File: config.mk
export PLATFORM = sky130hd
export DESIGN_NAME = pcr_regs
export DESIGN_NICKNAME = d
export VERILOG_FILES = /design/src/pcr_pkg.sv /design/src/pcr_w1cs.sv /design/src/pcr_regs.sv
export SDC_FILE = /design/constraint.sdc
export NUM_CORES = 1
export LEC_CHECK = 0
export ABC_CLOCK_PERIOD_IN_PS = 2800
export BUFFER_PORTS_ARGS = -buffer_cell sky130_fd_sc_hd__buf_2
export CORE_AREA = 2 2 86 88
export CTS_BUF_LIST = sky130_fd_sc_hd__clkbuf_8
export DETAILED_ROUTE_END_ITERATION = 16
export DIE_AREA = 0 0 88 90
export HOLD_SLACK_MARGIN = 0.08
export PLACE_DENSITY = 0.77
export SETUP_SLACK_MARGIN = 0.05
export SKIP_LAST_GASP = 1
export SLEW_MARGIN = 15
export SYNTH_ARGS = -nofsm -noshare
export SYNTH_HDL_FRONTEND = slang
export SYNTH_HIERARCHICAL = 1
export SYNTH_SLANG_ARGS = --single-unit
File: constraint.sdc
create_clock -name clk -period 2.8 [get_ports clk]
set_clock_uncertainty 0.15 [all_clocks]
set_input_delay 0.7 -clock clk [delete_from_list [all_inputs] [get_ports clk]]
set_output_delay 0.7 -clock clk [all_outputs]
set_load 0.02 [all_outputs]
File: src/pcr_pkg.sv
// Purpose: constants and carrier types for the port capability register bank
// Assumes: dword-aligned configuration offsets, 32-bit data
// Notes:   shared by pcr_regs and pcr_w1cs
package pcr_pkg;

   // ==========================================================
   // register offsets (byte addresses)
   localparam logic [11:0] OFS_DEVCAP2 = 12'h0e4;
   localparam logic [11:0] OFS_DEVCTL2 = 12'h0e8;
   localparam logic [11:0] OFS_LNKCAP2 = 12'h0ec;
   localparam logic [11:0] OFS_LNKCTL2 = 12'h0f0;
   localparam logic [11:0] OFS_SLTCAP2 = 12'h0f4;
   localparam logic [11:0] OFS_SLTCTL2 = 12'h0f8;
   localparam logic [11:0] OFS_AERHDR  = 12'h100;
   localparam logic [11:0] OFS_UESTAT  = 12'h104;

   // ==========================================================
   // field positions and fixed values
   localparam int          DC2_LTR_BIT  = 11;
   localparam int          DC2_OBFF_LO  = 18;
   localparam int          DC2_OBFF_HI  = 19;
   localparam logic [1:0]  DC2_OBFF_SUP = 2'h1;
   localparam int          DCT_LTR_BIT  = 10;
   localparam int          DCT_OBFF_LO  = 13;
   localparam int          DCT_OBFF_HI  = 14;
   localparam int          LC2_TOP      = 12;
   localparam int          LS2_DEEMPH   = 16;
   localparam logic [3:0]  LC2_SPEED_RST = 4'h2;
   localparam logic [15:0] AER_CAP_ID   = 16'h0001;
   localparam logic [3:0]  AER_CAP_VER  = 4'h1;
   localparam logic [11:0] AER_NEXT     = 12'h140;
   localparam int          AER_VER_LO   = 16;
   localparam int          AER_NEXT_LO  = 20;
   localparam logic [31:0] UES_IMPL     = 32'h003f_f011;

   // ==========================================================
   // carrier types
   typedef struct packed {
      logic        valid;
      logic        write;
      logic [11:0] addr;
      logic [3:0]  be;
      logic [31:0] wdata;
   } pcr_req_s;

   typedef struct packed {
      logic        ack;
      logic [31:0] rdata;
   } pcr_rsp_s;

   // one-cycle event pulses, named per status bit
   typedef struct packed {
      logic acs_violation;
      logic unsupported_req;
      logic ecrc_error;
      logic malformed_tlp;
      logic rx_overflow;
      logic unexpected_cpl;
      logic completer_abort;
      logic cpl_timeout;
      logic fc_protocol;
      logic poisoned_tlp;
      logic dl_protocol;
      logic training_error;
   } pcr_uerr_s;

   // second link control, bits 12:0 in place
   typedef struct packed {
      logic       compliance_deemph;
      logic       compliance_skip_ordered_sets;
      logic       modified_compliance;
      logic [2:0] transmit_margin;
      logic       select_deemph;
      logic       hardware_speed_change_disable;
      logic       enter_compliance;
      logic [3:0] target_speed;
   } pcr_lc2_s;

   typedef struct packed {
      logic [31:0] bits;
   } pcr_ues_s;

endpackage : pcr_pkg

File: src/pcr_w1cs.sv
// Purpose: sticky write-one-to-clear status word
// Assumes: set and clear pulses on clk; rst_n is the power-on reset
// Notes:   a set in the clear cycle wins; only IMPL bits can ever be one
`timescale 1ns/100ps
`default_nettype none
module pcr_w1cs
   import pcr_pkg::*;
#(
   parameter int          W    = 32,
   parameter logic [31:0] IMPL = UES_IMPL
) (
   input  wire logic        clk,
   input  wire logic        rst_n,
   input  wire logic [31:0] set_bits,
   input  wire logic [31:0] clr_bits,
   output var  logic [31:0] status
);

   if (W != 32) begin : g_bad_width
      $error("pcr_w1cs serves a 32-bit word only");
   end

   // ==========================================================
   // state
   pcr_ues_s st_reg;
   pcr_ues_s st_next;

   always_comb begin
      st_next      = st_reg;
      st_next.bits = ((st_reg.bits & ~clr_bits) | set_bits) & IMPL;
   end

   // not touched by link reset: sticky
   always_ff @(posedge clk) begin
      if (!rst_n) begin
         st_reg <= '0;
      end else begin
         st_reg <= st_next;
      end
   end

   assign status = st_reg.bits;
endmodule : pcr_w1cs
`default_nettype wire

File: src/pcr_regs.sv
// Purpose: second-generation capability/control and error status bank
// Assumes: one configuration request port; events pulse on clk
// Notes:   rst_n clears all but target speed (2h) and select de-emphasis; link_rst_n spares sticky fields
//
// What this block does
// - second device capabilities bit 11 reads one, latency tolerance supported.
// - second device capabilities bits 19:18 read 01b, buffer flush/fill.
// - device control bit 10 and bits 14:13 writable, reset to zero.
// - error reporting header low sixteen bits read 0001h.
// - error reporting header bits 19:16 read version 1h.
// - error reporting header bits 31:20 read next pointer 140h.
// - status bit 0 latches training error, sticky, write one clears.
// - status bit 4 latches data link protocol error, sticky, write one clears.
// - status bit 12 latches poisoned packet received or generated.
// - status bit 13 latches flow control protocol error.
// - status bit 14 latches completion timeout.
// - status bit 15 latches completer abort.
// - status bit 16 latches unexpected completion.
// - status bit 17 latches receive buffer overflow.
// - status bit 18 latches malformed packet.
// - status bit 19 latches end-to-end CRC error.
// - status bit 20 latches unsupported request.
// - status bit 21 latches access control violation.
// - masked error sends no error message to the root complex.
`timescale 1ns/100ps
`default_nettype none
module pcr_regs
   import pcr_pkg::*;
#(
   parameter bit IS_UPSTREAM = 1'b1
) (
   input  wire logic        clk,
   input  wire logic        rst_n,
   input  wire logic        link_rst_n,
   input  wire pcr_req_s    cfg_req,
   output var  pcr_rsp_s    cfg_rsp,
   input  wire pcr_uerr_s   uerr_event,
   input  wire logic [31:0] uerr_mask,
   output var  logic [31:0] uerr_status,
   output var  logic        err_msg_req,
   output var  logic        ltr_enable,
   output var  logic [1:0]  obff_enable,
   output var  pcr_lc2_s    link_ctl2
);

   localparam logic DEEMPH = ~IS_UPSTREAM;

   // ==========================================================
   // helpers
   function automatic logic [31:0] be_mask(input logic [3:0] be);
      logic [31:0] m;
      m = '0;
      for (int i = 0; i < 4; i++) begin
         m[i*8 +: 8] = {8{be[i]}};
      end
      return m;
   endfunction : be_mask

   function automatic logic [31:0] wr_merge(input logic [31:0] old,
                                            input logic [31:0] wd,
                                            input logic [3:0]  be);
      logic [31:0] m;
      m = be_mask(be);
      return (old & ~m) | (wd & m);
   endfunction : wr_merge

   function automatic logic [31:0] ev_vec(input pcr_uerr_s e);
      logic [31:0] v;
      v     = '0;
      v[0]  = e.training_error;
      v[4]  = e.dl_protocol;
      v[12] = e.poisoned_tlp;
      v[13] = e.fc_protocol;
      v[14] = e.cpl_timeout;
      v[15] = e.completer_abort;
      v[16] = e.unexpected_cpl;
      v[17] = e.rx_overflow;
      v[18] = e.malformed_tlp;
      v[19] = e.ecrc_error;
      v[20] = e.unsupported_req;
      v[21] = e.acs_violation;
      return v;
   endfunction : ev_vec

   // ==========================================================
   // state
   typedef struct packed {
      pcr_rsp_s   rsp;
      logic       ltr_en;
      logic [1:0] obff_en;
      pcr_lc2_s   lc2;
      logic       msg;
   } pcr_state_s;

   pcr_state_s  st_reg;
   pcr_state_s  st_next;
   logic [31:0] ev_bits;
   logic [31:0] clr_bits;
   logic [31:0] rd_word;
   logic [31:0] wr_dc;
   logic [31:0] wr_lc;
   logic        do_wr;

   // ==========================================================
   // status word
   always_comb begin
      ev_bits = ev_vec(uerr_event);
   end

   assign do_wr = cfg_req.valid && cfg_req.write;

   always_comb begin
      clr_bits = '0;
      if (do_wr && cfg_req.addr == OFS_UESTAT) begin
         clr_bits = cfg_req.wdata & be_mask(cfg_req.be);
      end
   end

   pcr_w1cs #(
      .W    (32),
      .IMPL (UES_IMPL)
   ) u_ues (
      .clk      (clk),
      .rst_n    (rst_n),
      .set_bits (ev_bits),
      .clr_bits (clr_bits),
      .status   (uerr_status)
   );

   // ==========================================================
   // read decode
   always_comb begin
      rd_word = '0;
      unique case (cfg_req.addr)
         OFS_DEVCAP2: begin
            rd_word[DC2_LTR_BIT] = 1'b1;
            rd_word[DC2_OBFF_HI:DC2_OBFF_LO] = DC2_OBFF_SUP;
         end
         OFS_DEVCTL2: begin
            rd_word[DCT_LTR_BIT] = st_reg.ltr_en;
            rd_word[DCT_OBFF_HI:DCT_OBFF_LO] = st_reg.obff_en;
         end
         OFS_LNKCTL2: begin
            rd_word[LC2_TOP:0] = st_reg.lc2;
            rd_word[LS2_DEEMPH] = DEEMPH;
         end
         OFS_AERHDR: begin
            rd_word[AER_VER_LO-1:0] = AER_CAP_ID;
            rd_word[AER_NEXT_LO-1:AER_VER_LO] = AER_CAP_VER;
            rd_word[31:AER_NEXT_LO] = AER_NEXT;
         end
         OFS_UESTAT: begin
            rd_word = uerr_status;
         end
         default: begin
            rd_word = '0;
         end
      endcase
   end

   // ==========================================================
   // writes and answer
   always_comb begin
      wr_dc = wr_merge({17'h0_0000, st_reg.obff_en, 2'h0,
                        st_reg.ltr_en, 10'h000},
                       cfg_req.wdata, cfg_req.be);
      wr_lc = wr_merge({19'h0_0000, st_reg.lc2},
                       cfg_req.wdata, cfg_req.be);
   end

   always_comb begin
      st_next           = st_reg;
      st_next.rsp.ack   = cfg_req.valid;
      st_next.rsp.rdata = cfg_req.valid ? rd_word : '0;
      st_next.msg       = |(ev_bits & ~uerr_mask);
      if (do_wr && cfg_req.addr == OFS_DEVCTL2) begin
         st_next.ltr_en  = wr_dc[DCT_LTR_BIT];
         st_next.obff_en = wr_dc[DCT_OBFF_HI:DCT_OBFF_LO];
      end
      if (do_wr && cfg_req.addr == OFS_LNKCTL2) begin
         st_next.lc2 = wr_lc[LC2_TOP:0];
         st_next.lc2.select_deemph = DEEMPH;
      end
   end

   // link reset spares the sticky link control fields
   always_ff @(posedge clk) begin
      if (!rst_n) begin
         st_reg                  <= '0;
         st_reg.lc2.target_speed <= LC2_SPEED_RST;
         st_reg.lc2.select_deemph <= DEEMPH;
      end else if (!link_rst_n) begin
         st_reg <= st_next;
         st_reg.rsp <= '0;
         st_reg.msg <= 1'b0;
         st_reg.ltr_en <= 1'b0;
         st_reg.obff_en <= 2'h0;
         st_reg.lc2.hardware_speed_change_disable <= 1'b0;
      end else begin
         st_reg <= st_next;
      end
   end

   assign cfg_rsp     = st_reg.rsp;
   assign err_msg_req = st_reg.msg;
   assign ltr_enable  = st_reg.ltr_en;
   assign obff_enable = st_reg.obff_en;
   assign link_ctl2   = st_reg.lc2;

   // control fields across writes and link reset
   pcr_lc2_s lc2_wd;
   assign lc2_wd = cfg_req.wdata[LC2_TOP:0];
endmodule : pcr_regs
`default_nettype wire

==> run metrics, run 1 <==
outcome finished clean; CTS buffer count 9; Die Y about 90 um; post-route ant nets 0; leak pwr 1.799 nW; YS warnings 6; WL/cell 14.53 um; Max Cap Viol 0; maximum vdd drop 0.2705 mV; CP Cell Sequence buf_2, or4b_1, nor4bb_4, and4_1, and2_1, nor2b_1, o21a_1; Hold WS 0.3294 ns; overflow left after global routing 0; vias in the first global route 2,349; Clock Sinks 61; Final Util 0.5101; share of layout cells above drive strength 1 0.3883; detailed placement HPWL 5.814 mm; final hold vios 0; nets 505; htree depth 3; largest stage delay on the critical path slightly below 0.6 ns; Crit-path slowest cell or4b_1; syn_area_per_cell just under 10 um^2; setup TNS 0 ns; routed vias 2,422; power density cells 570.8 mW/mm^2; Clock Latency Late Sink 0.33 ns; core region area between 0.007 and 0.008 mm^2; Slew headroom 0.6310; Crit Path Max Fanout 6; area of the multi-input gates between 0.001 and 0.0015 mm^2; largest net degree at the start of global routing 25; PortBufs between 100 and 150; Iter 0 DRT Violations 112; Syn Inst Count ~270; clock period minus worst slack 2.422 ns; Core Rows 31; Area Growth Syn to Fin 37.13%; Setup-failing EPs final 0; vias per inst ~4.7; worst reg-to-reg path cell count 3; Total Power just over 2 mW; # diodes 0; worst hold endpoint cfg_rsp[16]; Final WS setup 0.3783 ns; WS Path Type in -> reg; FF+latch area about 0.0012 mm^2; Reg-to-Reg End cfg_rsp[10]; WHS Path Cells 1; first-pass GRT wire length 11.54 mm; number of cells after detailed placement 496; postcts setup bufs 0; hold_buf cts 0; Slew Limit Fails 0; kind of end point of the critical path flop; maximum clock path buffer count 2; # fillers 684; Initial Utilization 0.3719; Syn Std Cell Area 0.002611 mm^2; Critical Path RT 2.87 ns; min-delay src u_ues/status[16]; RSZ-0062 raised after global routing false; Initial DRT Pass Iterations 5; initial antenna violation count 0; Die X 88 um; Worst Tran Pin Value about 0.55 ns; HP Class reg -> reg; r2r setup slk 1.62 ns; Top Ports approximately 180; DRC Markers 0; crit start category input pin; max frequency 412.9 MHz; Final period util 0.8649; # resized after CTS 0; CTS tree yes; WL final 7.427 mm; gpl congestion 0.8726; CTS root buf clkbuf_8; DP Area 0.003334 mm^2; Non-Filler Instances 511; Worst EP arrival 2.49 ns; overall routing resource usage 0.1896; fin area 0.003581 mm^2; Setup WS pre-CTS 0.01966 ns; die area 0.007920 mm^2; clk slew on worst S/H paths 0.06 ns
[power breakdown]
part	switching [mW]	leakage (nW)	internal [mW]	total (mW)
Clock	0.336	0.125	0.634	0.970
Sequential	0.00968	0.496	0.881	0.891
Combinational	0.111	1.18	0.0717	0.183
[cells in the final DEF (no fill, tap or decap), types with 2 or more instances in the layout]
master,count
a21o_1,3
a21oi_1,7
a221oi_1,4
a22o_1,2
a22oi_1,9
and2_1,13
and3_1,17
and4_1,2
buf_2,125
buf_4,13
bufinv_16,3
clkbuf_8,11
conb_1,21
dfxtp_1,61
inv_1,15
mux2i_1,12
nand2_1,6
nand3_1,7
nor2_1,14
nor2b_1,22
nor3_1,3
nor4_4,2
nor4b_1,3
o21a_1,12
o21ai_0,3
o22ai_1,3
or4b_1,2
[worst max path at each step]
stage | startpoint | endpoint | slack (ns) | cells after the start
floorplan | cfg_req[39] | u_ues/status[16] | 0.26 | 7
global placement | cfg_req[40] | u_ues/status[19] | 0.04 | 7
detailed placement | cfg_req[40] | u_ues/status[19] | 0.02 | 7
CTS | cfg_req[40] | u_ues/status[19] | 0.38 | 7
global route | cfg_req[40] | u_ues/status[19] | 0.30 | 7
finish | cfg_req[40] | u_ues/status[16] | 0.38 | 7
[per-layer routing]
| metal | track usage | routed length [um] |
|---|---|---|
| met4 | 0.05256 | 81 |
| met2 | 0.3150 | 3558 |
| met1 | 0.2338 | 3195 |
| met5 | 0 | 0 |
| met3 | 0.05877 | 592 |
[layout make-up]
cell class / count / share of cell area
inverters: 15 / 0.01572
well taps: 99 / 0.03459
multi-input cells: 183 / 0.3379
repair buffers: 138 / 0.2020
clock buffers: 11 / 0.04228
clock inverters: 4 / 0.02655
flip-flops and latches: 61 / 0.3410
[worst max-delay path: cells and delay by family]
family | cells | cell delay, ns
and+or+nand+nor | 5 | 1.54
AOI/OAI and AO/OA | 1 | 0.16
buffers and inverters | 1 | 0.10
Power figures use the tool's default switching activity.
==> inputs of run 2 (changes only) <==
--- a/config.mk
+++ b/config.mk
@@ -5,7 +5,7 @@
 export SDC_FILE = /design/constraint.sdc
 export NUM_CORES = 1
 export LEC_CHECK = 0
-export ABC_CLOCK_PERIOD_IN_PS = 2800
+export ABC_CLOCK_PERIOD_IN_PS = 2600
 export BUFFER_PORTS_ARGS = -buffer_cell sky130_fd_sc_hd__buf_2
 export CORE_AREA = 2 2 86 88
 export CTS_BUF_LIST = sky130_fd_sc_hd__clkbuf_8
==> constraint.sdc (replaced) <==
create_clock -name clk -period 2.6 [get_ports clk]
set_clock_uncertainty 0.15 [all_clocks]
set_input_delay 0.65 -clock clk [delete_from_list [all_inputs] [get_ports clk]]
set_output_delay 0.65 -clock clk [all_outputs]
set_load 0.02 [all_outputs]
==> run 2 against run 1 <==
Against the previous run: non-clock buffer count grew 8; sequential share of layout area decreased by 0.48 points; routed wire length is 2.0% lower; clock power fell by 3.2%; power up 2.9%; first-iteration DRC count is 28% lower; clock-buffer cell count is the same; via count rose by 1.4%; critical path depth stayed put.
==> run metrics, run 2 (synthesis gave the netlist of run 1 again) <==
outcome finished clean; PortBufs around 130; Top Ports 179; overflow left after global routing 0; Die Y 90 um; # diodes 0; htree depth 3; detailed placement HPWL 5.776 mm; Total Power 2.103 mW; kind of end point of the critical path flop; Net Sw Frac 0.2304; Die X 88 um; postcts setup bufs 0; crit start category input pin; CP startpoint cfg_req[40]; power density cells 579.0 mW/mm^2; # resized after CTS 0; met1 global-route usage 0.2314; Iter 0 DRT Violations 81; Crit Path Max Fanout 6; Clock Latency Late Sink 0.33 ns; Max Cap Viol 0; Setup-failing EPs final 0; Net Sw Power slightly below 0.5 mW; worst reg-to-reg path cell count 3; core region area about 0.0070 mm^2; sequential share of power 0.456; Reg-to-Reg End cfg_rsp[10]; Worst EP arrival approximately 2.5 ns; CTS tree yes; first-pass GRT wire length 11.46 mm; die area 0.007920 mm^2; GR met3 Demand/Resource 0.06244; Final Util 0.5174; WS Path Type in -> reg; CTS root buf clkbuf_8; initial antenna violation count 0; overall routing resource usage 0.1866; largest stage delay on the critical path ~0.60 ns; CTS buffer count 9; post-route ant nets 0; r2r setup slk ~1.4 ns; Internal 1.619 mW; Initial DRT Pass Iterations 4; combinational group share of total power 0.097; clock period minus worst slack between 2 and 2.5 ns; Crit-path slowest cell or4b_1; Core Rows 31; DRC Markers 0; Slew Limit Fails 0; Critical Path RT 2.67 ns; max frequency between 400 and 500 MHz; Area Growth Syn to Fin 39.10%; maximum vdd drop ~0.31 mV; WL final 7.276 mm; Final period util 0.9294; most common cell after layout, fill and taps aside buf_2; clk slew on worst S/H paths approximately 0.070 ns; Clock power frac 0.447; CP Cell Sequence buf_2, or4b_1, nor4bb_4, and4_1, and2_1, nor2b_1, o21a_1; CP Capture Point u_ues/status[16]; Top Usage Layer GRT met2; Clock Sinks 61; RSZ-0062 raised after global routing false; met2 Usage GRT 0.3062; nets 513; hold_buf cts 0; WL/cell 13.99 um; vias in the first global route 2,419; commonest non-fill, non-tap cells in the layout buf_2 (125), dfxtp_1 (61), nor2b_1 (22); vias per inst around 4.7; routed vias 2,457; Initial Utilization 0.3719; share of layout cells above drive strength 1 0.3990; HP Class reg -> reg; final hold vios 0; maximum clock path buffer count 2; largest net degree at the start of global routing 25; gpl congestion 0.8662; leak pwr 1.836 nW
run 2: cell types whose count changed in the layout (fill, tap and decap cells not counted):
cell,previous run,this run
bufinv_16,3,2
inv_1,15,16
buf_12,0,1
clkinv_2,1,2
buf_4,13,20
run 2: stage by stage:
| stage | setup slack [ns] | instances | setup TNS [ns] | hold slack [ns] | instance area (um^2) |
|---|---|---|---|---|---|
| after global routing | 0.1083 | 520 | 0 | 0.3585 | 3632 |
| after detailed placement | -0.1571 | 504 | -1.265 | 0.3125 | 3407 |
| after floorplan | 0.1066 | 290 | 0 | 0.3898 | 2683 |
| after CTS | 0.2035 | 520 | 0 | 0.3219 | 3632 |
| after global placement | -0.1119 | 504 | -0.8500 | 0.3119 | 3407 |
| final | 0.1837 | 520 | 0 | 0.3188 | 3632 |
run 2: how the worst min path moves through the flow:
stage / end / startpoint / cells after the start / slack, ns
after CTS: cfg_rsp[11] / flop / 2 / 0.32
after global routing: cfg_rsp[20] / u_ues/status[20] / 1 / 0.36
after detailed placement: cfg_rsp[16] / u_ues/status[16] / 1 / 0.31
after floorplan: cfg_rsp[11] / flop / 2 / 0.39
after global placement: cfg_rsp[11] / flop / 2 / 0.31
final: cfg_rsp[11] / flop / 2 / 0.32
run 2: power by group through the flow:
stage | Combinational [mW] | Sequential, mW | Clock (mW)
floorplan | 0.106 | 0.996 | 0
detailed placement | 0.202 | 0.980 | 0
CTS | 0.203 | 0.959 | 0.960
global placement | 0.200 | 0.980 | 0
finish | 0.205 | 0.959 | 0.939
global route | 0.223 | 0.961 | 1.01
run 2: worst max-delay path, delay by kind of cell:
| family | cells | cell delay, ns |
|---|---|---|
| AND/OR/NAND/NOR | 5 | 1.58 |
| buffers and inverters | 1 | 0.10 |
| AO/OA/AOI/OAI | 1 | 0.16 |
run 2: per-layer routing:
layer	wire, um	vias up
met5	0	-
met4	58	0
met3	566	8
met2	3495	114
met1	3156	1136
li1	-	1199
run 2: area by class of cell:
type,instances,area [um^2]
fillers,678,3388
flip-flops and latches,61,1221
multi-input cells,183,1210
repair buffers,146,795.8
clock buffers,11,151.4
well taps,99,123.9
clock inverters,5,73.82
inverters,15,56.30
==> inputs of run 3 (changes only) <==
--- a/config.mk
+++ b/config.mk
@@ -7,12 +7,15 @@
 export LEC_CHECK = 0
 export ABC_CLOCK_PERIOD_IN_PS = 2600
 export BUFFER_PORTS_ARGS = -buffer_cell sky130_fd_sc_hd__buf_2
-export CORE_AREA = 2 2 86 88
+export CELL_PAD_IN_SITES_DETAIL_PLACEMENT = 1
+export CELL_PAD_IN_SITES_GLOBAL_PLACEMENT = 2
+export CORE_AREA = 2 2 113 115
 export CTS_BUF_LIST = sky130_fd_sc_hd__clkbuf_8
 export DETAILED_ROUTE_END_ITERATION = 16
-export DIE_AREA = 0 0 88 90
+export DIE_AREA = 0 0 115 117
 export HOLD_SLACK_MARGIN = 0.08
-export PLACE_DENSITY = 0.77
+export PLACE_DENSITY = 0.81
+export REMOVE_ABC_BUFFERS = 1
 export SETUP_SLACK_MARGIN = 0.05
 export SKIP_LAST_GASP = 1
 export SLEW_MARGIN = 15
==> run 3 against run 2 <==
Against the previous run: die area grew 70%; non-clock buffer count up 6; routed wire length rose by 27%.
==> run metrics, run 3 (synthesis gave the netlist of run 1 again) <==
vias per inst 4.329; clock period minus worst slack between 2 and 2.5 ns; Hold WS 0.3269 ns; Crit Path Max Fanout 3; WHS Path Cells 2; hold_buf cts 0; CP startpoint cfg_req[40]; WL/cell 15.97 um; Routed met3 length about 550 um; RSZ-0062 raised after global routing false; detailed placement HPWL 7.510 mm; # resized after CTS 0; nets 519; Iter 0 DRT Violations 69; setup TNS 0 ns; maximum clock path buffer count 2; crit start category input pin; CTS tree yes; maximum vdd drop 0.1983 mV; clk slew on worst S/H paths roughly 0.07 ns; DRC Markers 0; htree depth 3; leak pwr 1.840 nW; Clock Sinks just over 60; overall routing resource usage 0.1372; vias in the first global route ~2,700; Reg-to-Reg End cfg_rsp[10]; commonest non-fill, non-tap cells in the layout buf_2 (125), dfxtp_1 (61), buf_4 (26); Initial DRT Pass Iterations 4; CTS buffer count 9; Die X 115 um; fin area between 0.003 and 0.004 mm^2; Initial Utilization 0.2121; highest routed layer met4; Top Ports 179; largest net degree at the start of global routing 25; Area Growth Syn to Fin 42.31%; outcome finished clean; core region area between 0.01 and 0.015 mm^2; Critical Path RT 2.68 ns; postcts setup bufs 0; Core Rows between 40 and 50; Worst EP arrival 2.43 ns; overflow left after global routing 0; DP Area 0.003516 mm^2; share of layout cells above drive strength 1 0.4098; first-pass GRT wire length around 14 mm; WL final 9.212 mm; final hold vios 0; routed vias 2,498; die area 0.01346 mm^2; most common cell after layout, fill and taps aside buf_2; post-route ant nets 0; max frequency 425.8 MHz; Die Y 117 um; M1 WL around 3.8 mm; HP Class reg -> reg; met2 wire length 4.588 mm; kind of end point of the critical path flop; # diodes 0; CTS root buf clkbuf_8; Clock Latency Late Sink 0.34 ns; PortBufs 125; CP Capture Point u_ues/status[4]; Final period util 0.9033; Slew Limit Fails 0; initial antenna violation count 0; gpl congestion 0.8661; Setup-failing EPs final 0; Max Cap Viol 0; worst reg-to-reg path cell count 3; power density cells 549.0 mW/mm^2; WS Path Type in -> reg; r2r setup slk 1.46 ns
run 3: worst min path at each step:
stage / start / endpoint / slack (ns)
2_1_floorplan: flop / cfg_rsp[11] / 0.39
6_report: flop / cfg_rsp[11] / 0.33
4_1_cts: flop / cfg_rsp[0] / 0.33
3_3_place_gp: u_ues/status[16] / cfg_rsp[16] / 0.31
3_5_place_dp: flop / cfg_rsp[0] / 0.32
5_1_grt: flop / cfg_rsp[0] / 0.35
run 3: cell type report:
| cell class | count | area [um^2] |
|---|---|---|
| Clock buffer | 10 | 137.6 |
| Fill cell | 1483 | 8596 |
| Clock inverter | 6 | 62.56 |
| Timing Repair Buffer | 152 | 840.8 |
| Tap cell | 150 | 187.7 |
| Multi-Input combinational cell | 183 | 1210 |
| Sequential cell | 61 | 1221 |
| Inverter | 15 | 56.30 |
run 3: routing by layer:
layer,global-route usage,vias to the layer above
li1,-,1208
met1,0.1606,1178
met2,0.2400,96
met3,0.02884,16
met4,0.06586,0
met5,0,-
run 3: power breakdown:
group	internal, mW	switching (mW)
combinational	0.0859	0.128
sequential	0.949	0.0102
clock	0.465	0.403
run 3: through the flow:
stage / power [mW] / util / worst slack (ns) / std cells
2_1_floorplan: 1.072 / - / -1.170 / 259
5_1_grt: 2.134 / 0.3018 / 0.1393 / 577
3_5_place_dp: 1.193 / 0.2856 / -0.1497 / 561
4_1_cts: 2.076 / 0.3018 / 0.2232 / 577
6_report: 2.040 / 0.3018 / 0.2515 / 577
3_3_place_gp: 1.187 / 0.2856 / -0.1006 / 561
run 3: critical path: stages:
cell	delay, ns
buf_2	0.10
or4b_1	0.60
nor4bb_4	0.35
buf_4	0.17
and4_1	0.21
and2_1	0.14
nor2b_1	0.05
o21a_1	0.16
